--- src/design/sfd_pkg.sv ---
// Package: opcodes, sizes, states and command pulses of the flash front end
package sfd_pkg;

  // ==========================================================
  // Instruction codes
  localparam logic [7:0] OP_READ = 8'h03;     // Normal single-lane read
  localparam logic [7:0] OP_FAST = 8'h0b;     // Fast single-lane read
  localparam logic [7:0] OP_DUAL_IO = 8'hbb;  // Two-lane address and data
  localparam logic [7:0] OP_DUAL_OUT = 8'h3b; // Two-lane data only
  localparam logic [7:0] OP_QUAD_IO = 8'heb;  // Four-lane address and data
  localparam logic [7:0] OP_QUAD_OUT = 8'h6b; // Four-lane data only
  localparam logic [7:0] OP_PAGE = 8'h02;     // Single-lane page write
  localparam logic [7:0] OP_QPAGE_A = 8'h32;  // Four-lane page write
  localparam logic [7:0] OP_QPAGE_B = 8'h38;  // Four-lane page write, alias
  localparam logic [7:0] OP_ERASE_A = 8'hc7;  // Whole-array erase
  localparam logic [7:0] OP_ERASE_B = 8'h60;  // Whole-array erase, alias
  localparam logic [7:0] OP_SUSP_A = 8'h75;   // Suspend program or erase
  localparam logic [7:0] OP_SUSP_B = 8'hb0;   // Suspend, alias
  localparam logic [7:0] OP_SLEEP = 8'hb9;    // Enter deep power-down
  localparam logic [7:0] OP_WAKE_ID = 8'hab;  // Wake and identify
  localparam logic [7:0] OP_JEDEC = 8'h9f;    // Standard identification
  localparam logic [7:0] OP_LATCH_SET = 8'h06; // Set write latch
  localparam logic [7:0] OP_RST_EN = 8'h66;   // Arm software reset
  localparam logic [7:0] OP_RST = 8'h99;      // Software reset

  // ==========================================================
  // Sizes and counts
  localparam int BYTE_W = 8;                  // Data byte width
  localparam int DEF_ADDR_W = 19;             // Decoded address bits
  localparam int FIFO_DEPTH = 8;              // Read prefetch depth
  localparam logic [4:0] OPC_LAST = 5'h07;    // Last opcode bit index
  localparam logic [4:0] ADDR_LAST = 5'h17;   // Last of 24 address bits
  localparam logic [2:0] BIT_FIRST = 3'h0;    // Bit slot that loads a byte

  // ==========================================================
  // Values after reset
  localparam logic LATCH_RST = 1'b0;          // Write latch clear
  localparam logic SLEEP_RST = 1'b0;          // Awake

  // ==========================================================
  // Sequence states, one-hot
  typedef enum logic [4:0] {
    ST_IDLE = 5'b00001,                       // Deselected
    ST_OPC = 5'b00010,                        // Shifting opcode
    ST_ADDR = 5'b00100,                       // Shifting read address
    ST_DATA = 5'b01000,                       // Streaming read data
    ST_SKIP = 5'b10000                        // Ignoring rest of frame
  } sfd_state_t;

  // Decoded command pulses
  typedef struct packed {
    logic read_cmd;               // Normal read started
    logic fast_single_read_cmd;   // Fast read seen
    logic dual_io_read_cmd;       // Two-lane io read seen
    logic dual_out_read_cmd;      // Two-lane output read seen
    logic quad_io_read_cmd;       // Four-lane io read seen
    logic quad_out_read_cmd;      // Four-lane output read seen
    logic page_write_cmd;         // Page write accepted
    logic quad_page_write_cmd;    // Four-lane page write accepted
    logic whole_array_erase_cmd;  // Whole erase accepted
    logic suspend_op_cmd;         // Suspend request
    logic deep_sleep_cmd;         // Entered deep power-down
    logic wake_and_id_cmd;        // Wake and identify
    logic jedec_id_fetch_cmd;     // Standard identification
  } sfd_cmd_t;

endpackage

--- src/design/sfd_flash_front.sv ---
// Flash front end: pin sampling, opcode decode, normal read with prefetch FIFO

// ============================================================
// Prefetch FIFO
module sfd_fifo #(
  parameter int WIDTH = 8,                    // Word width
  parameter int DEPTH = 8                     // Word count
) (
  input wire logic i_clk,                     // System clock
  input wire logic i_rst,                     // Async reset
  input wire logic i_ce,                      // Clock enable
  input wire logic i_flush,                   // Drop contents
  input wire logic i_valid,                   // Write request
  output logic o_ready,                       // Room for a word
  input wire logic [WIDTH-1:0] i_data,        // Write word
  output logic o_valid,                       // Word available
  input wire logic i_ready,                   // Read accept
  output logic [WIDTH-1:0] o_data             // Head word
);
  localparam int PW = $clog2(DEPTH);          // Pointer width
  localparam logic [PW:0] FULL = (PW+1)'(DEPTH); // Full count, one bit wider than pointers

  logic [WIDTH-1:0] mem_r [DEPTH];            // Storage
  logic [PW-1:0] wr_r;                        // Write pointer
  logic [PW-1:0] rd_r;                        // Read pointer
  logic [PW:0] cnt_r;                         // Fill level
  logic push;                                 // Write takes place
  logic pop;                                  // Read takes place

  assign o_ready = (cnt_r != FULL);
  assign o_valid = (cnt_r != '0);
  assign o_data = mem_r[rd_r];
  assign push = i_valid && o_ready;
  assign pop = i_ready && o_valid;

  // Storage write, no reset needed
  always_ff @(posedge i_clk) begin
    if (i_ce && push && !i_flush) begin
      mem_r[wr_r] <= i_data;
    end
  end

  // Pointers and level
  always_ff @(posedge i_clk or posedge i_rst) begin
    if (i_rst) begin
      wr_r <= '0;
      rd_r <= '0;
      cnt_r <= '0;
    end else if (i_ce) begin
      if (i_flush) begin
        wr_r <= '0;
        rd_r <= '0;
        cnt_r <= '0;
      end else begin
        if (push) begin
          wr_r <= (wr_r == PW'(DEPTH - 1)) ? '0 : wr_r + 1'b1;
        end
        if (pop) begin
          rd_r <= (rd_r == PW'(DEPTH - 1)) ? '0 : rd_r + 1'b1;
        end
        cnt_r <= cnt_r + (PW+1)'(push) - (PW+1)'(pop);
      end
    end
  end
endmodule

module sfd_flash_front
#(
  parameter int ADDR_W = sfd_pkg::DEF_ADDR_W,   // Decoded address bits
  parameter bit HAS_ERASE = 1'b1               // Whole erase supported
) (
  input wire logic i_clk,                       // System clock
  input wire logic i_rst,                       // Async reset, high
  input wire logic i_ce,                        // Clock enable
  input wire logic i_sck,                       // Link clock pin
  input wire logic i_cs_n,                      // Chip select, low
  input wire logic i_lane0,                     // Serial data in
  output logic o_lane1_out,                     // Serial data out
  output logic o_lane1_oe,                      // Data out drive
  output logic o_mem_rd,                        // Array read pulse
  output logic [ADDR_W-1:0] o_mem_addr,         // Array read address
  input wire logic [sfd_pkg::BYTE_W-1:0] i_mem_data, // Array byte
  input wire logic i_mem_valid,                 // Array byte valid
  input wire logic i_op_in_progress,            // Long operation busy
  output sfd_pkg::sfd_cmd_t o_cmd,              // Command pulses
  output logic [7:0] o_opcode,                  // Instruction register
  output logic o_write_latch,                   // Write latch state
  output logic o_sleep,                         // Deep power-down
  output logic o_soft_rst                       // Software reset pulse
);
  import sfd_pkg::*;

  // ==========================================================
  // Pin synchronisers
  logic [2:0] sck_sy_r;                         // SCK sync chain
  logic [2:0] cs_sy_r;                          // Select sync chain
  logic [2:0] si_sy_r;                          // Data sync chain
  logic sck_lvl_r;                              // Accepted SCK level
  logic cs_lvl_r;                               // Accepted select level
  logic sck_rise;                               // SCK rising event
  logic sck_fall;                               // SCK falling event
  logic cs_rise;                                // Deselect event
  logic cs_fall;                                // Select event

  // Three-stage chains, second and third must agree for SCK and select
  always_ff @(posedge i_clk or posedge i_rst) begin
    if (i_rst) begin
      sck_sy_r <= 3'h0;
      cs_sy_r <= 3'h7;
      si_sy_r <= 3'h0;
    end else if (i_ce) begin
      sck_sy_r <= {sck_sy_r[1:0], i_sck};
      cs_sy_r <= {cs_sy_r[1:0], i_cs_n};
      si_sy_r <= {si_sy_r[1:0], i_lane0};
    end
  end

  // Accepted levels follow agreed samples
  always_ff @(posedge i_clk or posedge i_rst) begin
    if (i_rst) begin
      sck_lvl_r <= 1'b0;
      cs_lvl_r <= 1'b1;
    end else if (i_ce) begin
      if (sck_sy_r[1] == sck_sy_r[2]) begin
        sck_lvl_r <= sck_sy_r[2];
      end
      if (cs_sy_r[1] == cs_sy_r[2]) begin
        cs_lvl_r <= cs_sy_r[2];
      end
    end
  end

  // Edge events, one cycle each
  assign sck_rise = (sck_sy_r[1] == sck_sy_r[2]) && sck_sy_r[2] && !sck_lvl_r;
  assign sck_fall = (sck_sy_r[1] == sck_sy_r[2]) && !sck_sy_r[2] && sck_lvl_r;
  assign cs_rise = (cs_sy_r[1] == cs_sy_r[2]) && cs_sy_r[2] && !cs_lvl_r;
  assign cs_fall = (cs_sy_r[1] == cs_sy_r[2]) && !cs_sy_r[2] && cs_lvl_r;

  // ==========================================================
  // Sequence and instruction register
  sfd_state_t state_r;                          // Sequence state
  logic [4:0] cnt_r;                            // Bit counter
  logic [6:0] opc_sh_r;                         // Opcode shifter
  logic [22:0] addr_sh_r;                       // Address shifter
  logic [ADDR_W-1:0] start_addr_r;              // Decoded start address
  logic addr_done_r;                            // Address phase ended
  logic [7:0] opc_nxt;                          // Completed opcode
  logic opc_end;                                // Opcode bit eight taken
  logic sleep_r;                                // Deep power-down flag
  logic latch_r;                                // Write latch
  logic read_go;                                // Normal read may start

  assign opc_nxt = {opc_sh_r, si_sy_r[2]};      // MSB first
  assign opc_end = (state_r == ST_OPC) && sck_rise && (cnt_r == OPC_LAST);
  assign read_go = (opc_nxt == OP_READ) && !i_op_in_progress && !sleep_r;

  // Frame walk: opcode, address, data or skip
  always_ff @(posedge i_clk or posedge i_rst) begin
    if (i_rst) begin
      state_r <= ST_IDLE;
      cnt_r <= '0;
      opc_sh_r <= '0;
      addr_sh_r <= '0;
      start_addr_r <= '0;
      addr_done_r <= 1'b0;
      o_opcode <= '0;
    end else if (i_ce) begin
      addr_done_r <= 1'b0;
      if (cs_rise) begin
        state_r <= ST_IDLE;
      end else if (cs_fall) begin
        state_r <= ST_OPC;
        cnt_r <= '0;
      end else if (sck_rise && !cs_lvl_r) begin
        case (state_r)
          ST_OPC: begin
            opc_sh_r <= opc_nxt[6:0];
            cnt_r <= cnt_r + 5'h01;
            if (cnt_r == OPC_LAST) begin
              o_opcode <= opc_nxt;
              cnt_r <= '0;
              // Busy or asleep drops the read
              state_r <= read_go ? ST_ADDR : ST_SKIP;
            end
          end
          ST_ADDR: begin
            addr_sh_r <= {addr_sh_r[21:0], si_sy_r[2]};
            cnt_r <= cnt_r + 5'h01;
            if (cnt_r == ADDR_LAST) begin
              // Upper address bits dropped
              start_addr_r <= ADDR_W'({addr_sh_r, si_sy_r[2]});
              addr_done_r <= 1'b1;
              state_r <= ST_DATA;
            end
          end
          ST_DATA: state_r <= ST_DATA;
          ST_SKIP: state_r <= ST_SKIP;
          default: state_r <= ST_IDLE;
        endcase
      end
    end
  end

  // ==========================================================
  // Opcode decode, write latch, power-down
  logic rst_arm_r;                              // Reset armed by 66h

  // Decode pulses and mode flags
  always_ff @(posedge i_clk or posedge i_rst) begin
    if (i_rst) begin
      o_cmd <= '0;
      latch_r <= LATCH_RST;
      sleep_r <= SLEEP_RST;
      rst_arm_r <= 1'b0;
      o_soft_rst <= 1'b0;
    end else if (i_ce) begin
      o_cmd <= '0;
      o_soft_rst <= 1'b0;
      if (opc_end && sleep_r) begin
        // Only the wake opcode is heard in power-down
        if (opc_nxt == OP_WAKE_ID) begin
          sleep_r <= 1'b0;
          o_cmd.wake_and_id_cmd <= 1'b1;
        end
      end else if (opc_end) begin
        rst_arm_r <= (opc_nxt == OP_RST_EN);
        case (opc_nxt)
          OP_READ: o_cmd.read_cmd <= read_go;
          OP_FAST: o_cmd.fast_single_read_cmd <= !i_op_in_progress;
          OP_DUAL_IO: o_cmd.dual_io_read_cmd <= !i_op_in_progress;
          OP_DUAL_OUT: o_cmd.dual_out_read_cmd <= !i_op_in_progress;
          OP_QUAD_IO: o_cmd.quad_io_read_cmd <= !i_op_in_progress;
          OP_QUAD_OUT: o_cmd.quad_out_read_cmd <= !i_op_in_progress;
          OP_PAGE: begin
            o_cmd.page_write_cmd <= latch_r;
            latch_r <= 1'b0;
          end
          OP_QPAGE_A, OP_QPAGE_B: begin
            o_cmd.quad_page_write_cmd <= latch_r;
            latch_r <= 1'b0;
          end
          OP_ERASE_A, OP_ERASE_B: begin
            o_cmd.whole_array_erase_cmd <= latch_r && HAS_ERASE;
            latch_r <= 1'b0;
          end
          OP_SUSP_A, OP_SUSP_B: o_cmd.suspend_op_cmd <= 1'b1;
          OP_SLEEP: begin
            sleep_r <= 1'b1;
            o_cmd.deep_sleep_cmd <= 1'b1;
          end
          OP_WAKE_ID: o_cmd.wake_and_id_cmd <= 1'b1;
          OP_JEDEC: o_cmd.jedec_id_fetch_cmd <= 1'b1;
          OP_LATCH_SET: latch_r <= 1'b1;
          OP_RST: begin
            // Reset only when armed just before
            if (rst_arm_r) begin
              o_soft_rst <= 1'b1;
              latch_r <= LATCH_RST;
              sleep_r <= SLEEP_RST;
            end
          end
          default: o_cmd <= '0;
        endcase
      end
    end
  end

  assign o_write_latch = latch_r;
  assign o_sleep = sleep_r;

  // ==========================================================
  // Array prefetch into FIFO
  logic [ADDR_W-1:0] fetch_addr_r;              // Next byte to fetch
  logic pend_r;                                 // Fetch outstanding
  logic fifo_in_rdy;                            // FIFO has room
  logic fifo_out_vld;                           // FIFO has a byte
  logic [BYTE_W-1:0] fifo_dout;                 // Head byte
  logic fifo_push;                              // Byte arrives in frame
  logic sh_load;                                // Byte slot begins
  logic in_data;                                // Streaming now

  assign in_data = (state_r == ST_DATA) && !cs_rise;
  assign fifo_push = i_mem_valid && pend_r && in_data;

  // One fetch at a time, each fetch one address on
  always_ff @(posedge i_clk or posedge i_rst) begin
    if (i_rst) begin
      fetch_addr_r <= '0;
      pend_r <= 1'b0;
      o_mem_rd <= 1'b0;
      o_mem_addr <= '0;
    end else if (i_ce) begin
      o_mem_rd <= 1'b0;
      if (i_mem_valid || !in_data) begin
        pend_r <= 1'b0;
      end
      if (addr_done_r) begin
        o_mem_rd <= 1'b1;
        o_mem_addr <= start_addr_r;
        fetch_addr_r <= start_addr_r + 1'b1;
        pend_r <= 1'b1;
      end else if (in_data && !pend_r && fifo_in_rdy) begin
        o_mem_rd <= 1'b1;
        o_mem_addr <= fetch_addr_r;
        // Natural overflow wraps to zero
        fetch_addr_r <= fetch_addr_r + 1'b1;
        pend_r <= 1'b1;
      end
    end
  end

  sfd_fifo #(
    .WIDTH(BYTE_W),
    .DEPTH(FIFO_DEPTH)
  ) u_fifo (
    .i_clk(i_clk),
    .i_rst(i_rst),
    .i_ce(i_ce),
    .i_flush(!in_data),
    .i_valid(fifo_push),
    .o_ready(fifo_in_rdy),
    .i_data(i_mem_data),
    .o_valid(fifo_out_vld),
    .i_ready(sh_load),
    .o_data(fifo_dout)
  );

  // ==========================================================
  // Serial output shifter
  logic [2:0] bit_pos_r;                        // Bit slot in byte
  logic [6:0] out_sh_r;                         // Remaining bits

  assign sh_load = in_data && sck_fall && (bit_pos_r == BIT_FIRST);

  // Drive on falling SCK, MSB first
  always_ff @(posedge i_clk or posedge i_rst) begin
    if (i_rst) begin
      bit_pos_r <= '0;
      out_sh_r <= '0;
      o_lane1_out <= 1'b0;
      o_lane1_oe <= 1'b0;
    end else if (i_ce) begin
      if (!in_data) begin
        bit_pos_r <= '0;
        o_lane1_oe <= 1'b0;
      end else if (sck_fall) begin
        bit_pos_r <= bit_pos_r + 3'h1;
        o_lane1_oe <= 1'b1;
        if (bit_pos_r == BIT_FIRST) begin
          // Empty FIFO sends zeros rather than stalling
          o_lane1_out <= fifo_out_vld && fifo_dout[7];
          out_sh_r <= fifo_out_vld ? fifo_dout[6:0] : 7'h00;
        end else begin
          o_lane1_out <= out_sh_r[6];
          out_sh_r <= {out_sh_r[5:0], 1'b0};
        end
      end
    end
  end
endmodule

--- config.mk ---
export PLATFORM = sky130hd
export DESIGN_NAME = sfd_flash_front
export DESIGN_NICKNAME = d
export VERILOG_FILES = /design/src/design/sfd_pkg.sv /design/src/design/sfd_flash_front.sv
export SDC_FILE = /design/constraint.sdc
export NUM_CORES = 1
export LEC_CHECK = 0
export BUFFER_PORTS_ARGS = -buffer_cell sky130_fd_sc_hd__buf_2
export CAP_MARGIN = 20
export CORE_MARGIN = 5
export CORE_UTILIZATION = 60
export CTS_BUF_LIST = sky130_fd_sc_hd__clkbuf_2
export DETAILED_ROUTE_END_ITERATION = 10
export GPL_TIMING_DRIVEN = 0
export PLACE_DENSITY = 0.75
export SKIP_LAST_GASP = 1
export SYNTH_ARGS = -nofsm -noshare
export SYNTH_HDL_FRONTEND = slang
export SYNTH_SLANG_ARGS = --single-unit
--- constraint.sdc ---
create_clock -name i_clk -period 6.77 [get_ports i_clk]
set_input_delay 0.3385 -clock i_clk [delete_from_list [all_inputs] [get_ports i_clk]]
set_output_delay 0.3385 -clock i_clk [all_outputs]
set_load 0.02 [all_outputs]
* Word-level counts from Yosys, hierarchy flattened
Memories as Yosys holds them, arrays and structs flattened.
Index checks and enable logic that the tools add are counted.
** Cells by class
- $lt $le $gt $ge :: 0
- Bitwise operators :: 3
- Add/subtract/negate cells :: 8
- Shifts and indexed selects :: 0
- Div/mod/pow operators :: 0
- Reduce and logical (&&, ||, !) cells :: 67
- Mux-type cells :: 68
- Multiply operators :: 0
- Eq/ne operators :: 38
** Operator list (count)
- $mux 19 :: 4
- $eq 8x8->1 const B :: 8
- $mux 5 :: 9
- $add 19x1->19 const B :: 2
- $mux 1 :: 38
- $eq 8x7->1 const B :: 4
- $logic_and 1x1->1 :: 26
- $eq 8x6->1 const B :: 3
- $mux 3 :: 8
- $pmux 5 s4 :: 1
- $reduce_and 5->1 :: 4
- $eq 8x2->1 const B :: 2
- $reduce_bool 3->1 :: 5
- $mux 7 :: 2
- $reduce_and 2->1 :: 7
- $mux 13 :: 1
- $reduce_and 6->1 :: 2
- $mux 11 :: 1
- $eq 5x3->1 const B :: 2
- $eq 5x5->1 const B :: 2
- $pmux 5 s2 :: 1
- $add 3x1->3 const B :: 3
- $logic_not 1->1 :: 9
- $eq 8x3->1 const B :: 1
- 25 further kinds :: 39
** Storage, ports and cells
- Output and inout port bits :: 46
- Bits in latches :: 0
- Word-level logic and storage cells :: 225
- ROM bits :: 0
- Memories kept :: 1
- Bits in writable memories :: 64
- Register bits after elaboration :: 153
- Input bits :: 16
** Memory list
- u_fifo.mem_r :: depth 8, width 8, rd ports 1, clocked after memory_dff 0, write ports 1, RTL line sfd_flash_front.sv:23 : logic [WIDTH-1:0] mem_r [DEPTH];

* Depth between registers and ports, before layout
- Word-level depth :: 11
- Gate-level depth with buffers :: 14

* Modules after synthesis
From an unflattened synthesis, not the netlist that was laid out.
** Unflattened totals
- Cell total of the unflattened synthesis :: 861
- Area total of the unflattened synthesis :: 10358.7 sq um
** Modules (own cells, without submodules)
- sfd_flash_front :: area an instance 7143.1 sq um, cells each 690, instances 1
- sfd_fifo :: area an instance 3215.6 sq um, cells each 171, instances 1

* Least setup slack after synthesis
OpenSTA, ideal clock, no wires.
- Path kind :: register -> register
- Start point :: register addr_done_r
- End point :: register fetch_addr_r[16]
- Stages on the path, launching flop included :: 12
- Path slack :: 4003 ps
- Data arrival time :: 2625 ps
- Data required time :: 6628 ps
- Buffers on the path :: 3
- Clock period less this slack :: 2767 ps
- Path through :: dfrtp_1 buf_2 buf_2 buf_1 mux2_2 ha_1 nand4b_1 a21oi_2 nand3_1 or2_2 a21oi_1 o221ai_1
** On the way
- Longest elaborated chain between the ends :: 2
** RTL lines
- from (decl) :: RTL line sfd_flash_front.sv:146 : logic addr_done_r;
- from (signal assigned) :: RTL line sfd_flash_front.sv:165 : addr_done_r <= 1'b0;
- from (signal assigned) :: RTL line sfd_flash_front.sv:168 : addr_done_r <= 1'b0;
- from (signal assigned) :: RTL line sfd_flash_front.sv:192 : addr_done_r <= 1'b1;
- $reduce_bool 2->1 (no line)
- $reduce_and 2->1 (no line)
- to (signal assigned) :: RTL line sfd_flash_front.sv:300 : fetch_addr_r <= start_addr_r + 1'b1;
- to (signal assigned) :: RTL line sfd_flash_front.sv:306 : fetch_addr_r <= fetch_addr_r + 1'b1;
- to (decl) :: RTL line sfd_flash_front.sv:273 : logic [ADDR_W-1:0] fetch_addr_r;
Parallel ways exist; a longest one is shown, timed or not.
A chain may end at the register's enable or synchronous reset.

* Final worst setup path
Ends and elaborated chain as after synthesis.

==> results.tsv <==
stage	metric	value	unit
logic_synthesis	share of the synthesized area in the top cell type	37.3	%
logic_synthesis	post-synth top area cell	dfrtp_1	
die	Rows	47	
pwr	maximum vdd drop	0.169	mV
pwr	leakage power	4.90	nW
logic_synthesis	Gate Count Post-Synth	812	
setup_path	CP startpoint kind	flip-flop	
die	core area	0.0164	mm^2
logic_synthesis	synthesized area per cell	12.2	um^2
logic_synthesis	Synth top cells by count	148 x dfrtp_1, 77 x nand2_1, 64 x edfxtp_1, 59 x mux2_2, 51 x nor2_1	
setup_path	CP arrival	4280	ps
drt	Iteration-0 DRC Markers	467	
drt	vias after detailed routing	7100	
place	placed cells	1096	
sta	max-slew violation count	0	
place	pre-CTS worst setup slack	3270	ps
finish	share of layout cells above drive strength 1	26.9	%
sta	Setup Skew	69.4	ps
job	max_cap viols	0	
finish	Layout Cells excl Fill	1207	
logic_synthesis	Syn Std Cell Area	0.00994	mm^2
drt	vias per cell	5.88	
drt	First-pass DRT Iterations	5	
sta	RSZ-0062 raised after global routing	no	
global_route	GRT Total Usage	22.7	%
die	Starting Density	60.6	%
run_status	outcome	finished, final reports clean	
finish	nets	980	
finish	Filler cells	1235	
sta	Final Critical Period	3670	ps
logic_synthesis	syn nets	847	
setup_path	Setup crit end kind	flip-flop	
sta	setup ws final	3100	ps
sta	WHS	154	ps
logic_synthesis	Unique masters post-synth	72	
global_route	vias in the first global route	7384	
logic_synthesis	number of flops mapped to enable cells by yosys	64	
global_route	first-pass GRT wire length	36.2	mm
finish	P&R area growth vs syn	13.2	%
pwr	PD cells	231	mW/mm^2
logic_synthesis	top_reg_cell synth	dfrtp_1	
setup_path	critical path type	reg2reg	
place	DP Area	0.0106	mm^2
place	DP HPWL	14.7	mm
global_route	initial antenna violation count	1	
logic_synthesis	Synth warnings	0	
setup_path	worst-path maximum fanout	10	
setup_path	critical path required time	7380	ps
logic_synthesis	Async SR Flop Fraction	70.5	%
place	RePlAce Congestion	0.906	
worst_hold_path	hold crit path type	in2async	
sta	Hold Vio Cnt, Final	0	
sta	Slew @ Worst Pin	904	ps
clocking	# H-tree levels	2	
sta	Final Setup Violations	0	
clocking	later-pin clock latency in the skew report	810	ps
sta	Fmax	273	MHz
die	die span in x	139	um
drt	post-route antenna net violation count	0	
die	die area	0.0192	mm^2
sta	period utilisation layout	54.2	%
sta	setup_tns	0	ps
die	Die H	139	um
logic_synthesis	sequential fraction of the synthesis area	57.9	%
clocking	# resized after CTS	0	
clocking	CTS buffer count	52	
global_route	grt ovf	0	
finish	Multi-input gate area	0.00389	mm^2
logic_synthesis	leading cell types by total area after synthesis	dfrtp_1 37%, edfxtp_1 19%, mux2_2 6.7%	
drt	Total Wirelength	21.7	mm
sta	Worst slew margin	39.5	%
clocking	clock root buffer	clkbuf_2	
logic_synthesis	most frequent cell after synthesis	dfrtp_1	
drt	Routed wire per std cell	17.9	um
finish	FF+latch area	0.00576	mm^2
clocking	Reg clk slew, reported paths	110	ps
logic_synthesis	register bit total from synthesis	217	
clocking	maximum root-to-sink buffer count	3	
clocking	CTS tree	built	
drt	DR DRC count	0	
die	IO Count	62	
clocking	CTS Sinks	217	
finish	cell area after layout	0.0112	mm^2
place	port bufs	61	
global_route	largest net degree at the start of global routing	92	
where the power goes:
group          switching (W)  internal [W]  total (W)
Sequential         0.0000371       0.00140    0.00143
Combinational       0.000146     0.0000914   0.000238
Clock               0.000508      0.000420   0.000928
layout by cell type, fill, tap and decap left out, drive strengths merged, types with 8 or more instances in the layout:
cell type,n
xor2,10
nor3,20
ha,18
nand2,79
nor2,53
dfrtp,148
o31ai,9
clkinv,9
nand3b,8
inv,21
o21ai,48
nand4,10
dlygate4sd3,15
mux2i,26
a21oi,34
mux4,16
o2bb2ai,10
xnor2,11
a22o,8
a21o,8
buf,85
clkbuf,101
edfxtp,64
mux2,59
nand3,24
flip-flops by register name, summed over array words and instances, names as in the netlist, 3 cells and up:
register,flops
addr_sh_r,18
bit_pos_r,3
cnt_r,5
cs_sy_r,3
fetch_addr_r,19
o_cmd,13
o_mem_addr,19
o_opcode,8
opc_sh_r,7
out_sh_r,7
sck_sy_r,3
si_sy_r,3
start_addr_r,19
state_r,5
u_fifo.cnt_r,4
u_fifo.mem_r,64
u_fifo.rd_r,3
u_fifo.wr_r,3
timing repair:
action / 4_1_cts / 5_1_grt
hold endpoints to repair: 137 / 0
hold buffers: 15 / 0
setup buffers: 0 / 0
setup endpoints to repair: 0 / 0
per-layer routing:
metal  wire (um)  vias to the layer above  part of all wire (%)  track usage [%]
met4         557                        0                   2.6             9.27
met3        1390                       51                   6.4             4.59
li1            -                     3265                     -                -
met2       10900                      281                    51             38.9
met1        8770                     3503                    40             28.6
met5           0                        -                     0                0
per-stage QoR:
stage | power, W | util [%]
final | 0.00260 | 68.6
after global routing | 0.00273 | 68.6
after CTS | 0.00262 | 68.5
after detailed placement | 0.00169 | 64.4
after global placement | 0.00167 | 64.1
after floorplan | 0.00162 | -
final cells by class:
class | count | share of cell area, %
sequential | 217 | 51.2
multi-input combinational | 531 | 34.6
timing repair buffer | 79 | 4.41
clock buffer | 79 | 3.52
tap | 220 | 2.45
buffer | 43 | 1.87
clock inverter | 12 | 1.10
inverter | 21 | 0.745
antenna | 5 | 0.111
path summary, 6_finish.rpt:
kind / from / to / slack [ps] / cells after the start
hold / removal: i_rst / cnt_r[3]$_DFFE_PP0P_ / 150 / 3
max in group asynchronous: i_rst / start_addr_r[14]$_DFFE_PP0P_ / 5740 / 4
setup / recovery: addr_done_r$_DFFE_PP0P_ / fetch_addr_r[16]$_DFFE_PP0P_ / 3100 / 11
hold reg to reg: o_mem_addr[1]$_DFFE_PP0P_ / o_mem_addr[1]$_DFFE_PP0P_ / 480 / 2
setup reg to reg: addr_done_r$_DFFE_PP0P_ / fetch_addr_r[16]$_DFFE_PP0P_ / 3100 / 11
min in group i_clk: i_sck / sck_sy_r[0]$_DFFE_PP0P_ / 320 / 3
logic make-up after synthesis:
family,count (synthesis),share of synthesized area (%)
AND/OR/NAND/NOR,243,12.2
XOR/XNOR,21,1.85
multiplexers,101,12.9
adder cells (fa/ha/maj),19,2.47
buffers and inverters,64,2.91
flip-flops,217,57.9
AO/OA/AOI/OAI,147,9.69
worst max-delay path, cell delays in order (launching register included):
cell	delay [ps]
dfrtp_1	450
buf_2	270
buf_2	290
buf_1	440
mux2_2	280
ha_1	260
nand4b_1	180
a21oi_2	350
nand3_1	250
or2_2	380
a21oi_1	170
o221ai_1	130
Note: power is estimated with default switching activity, not from simulation.
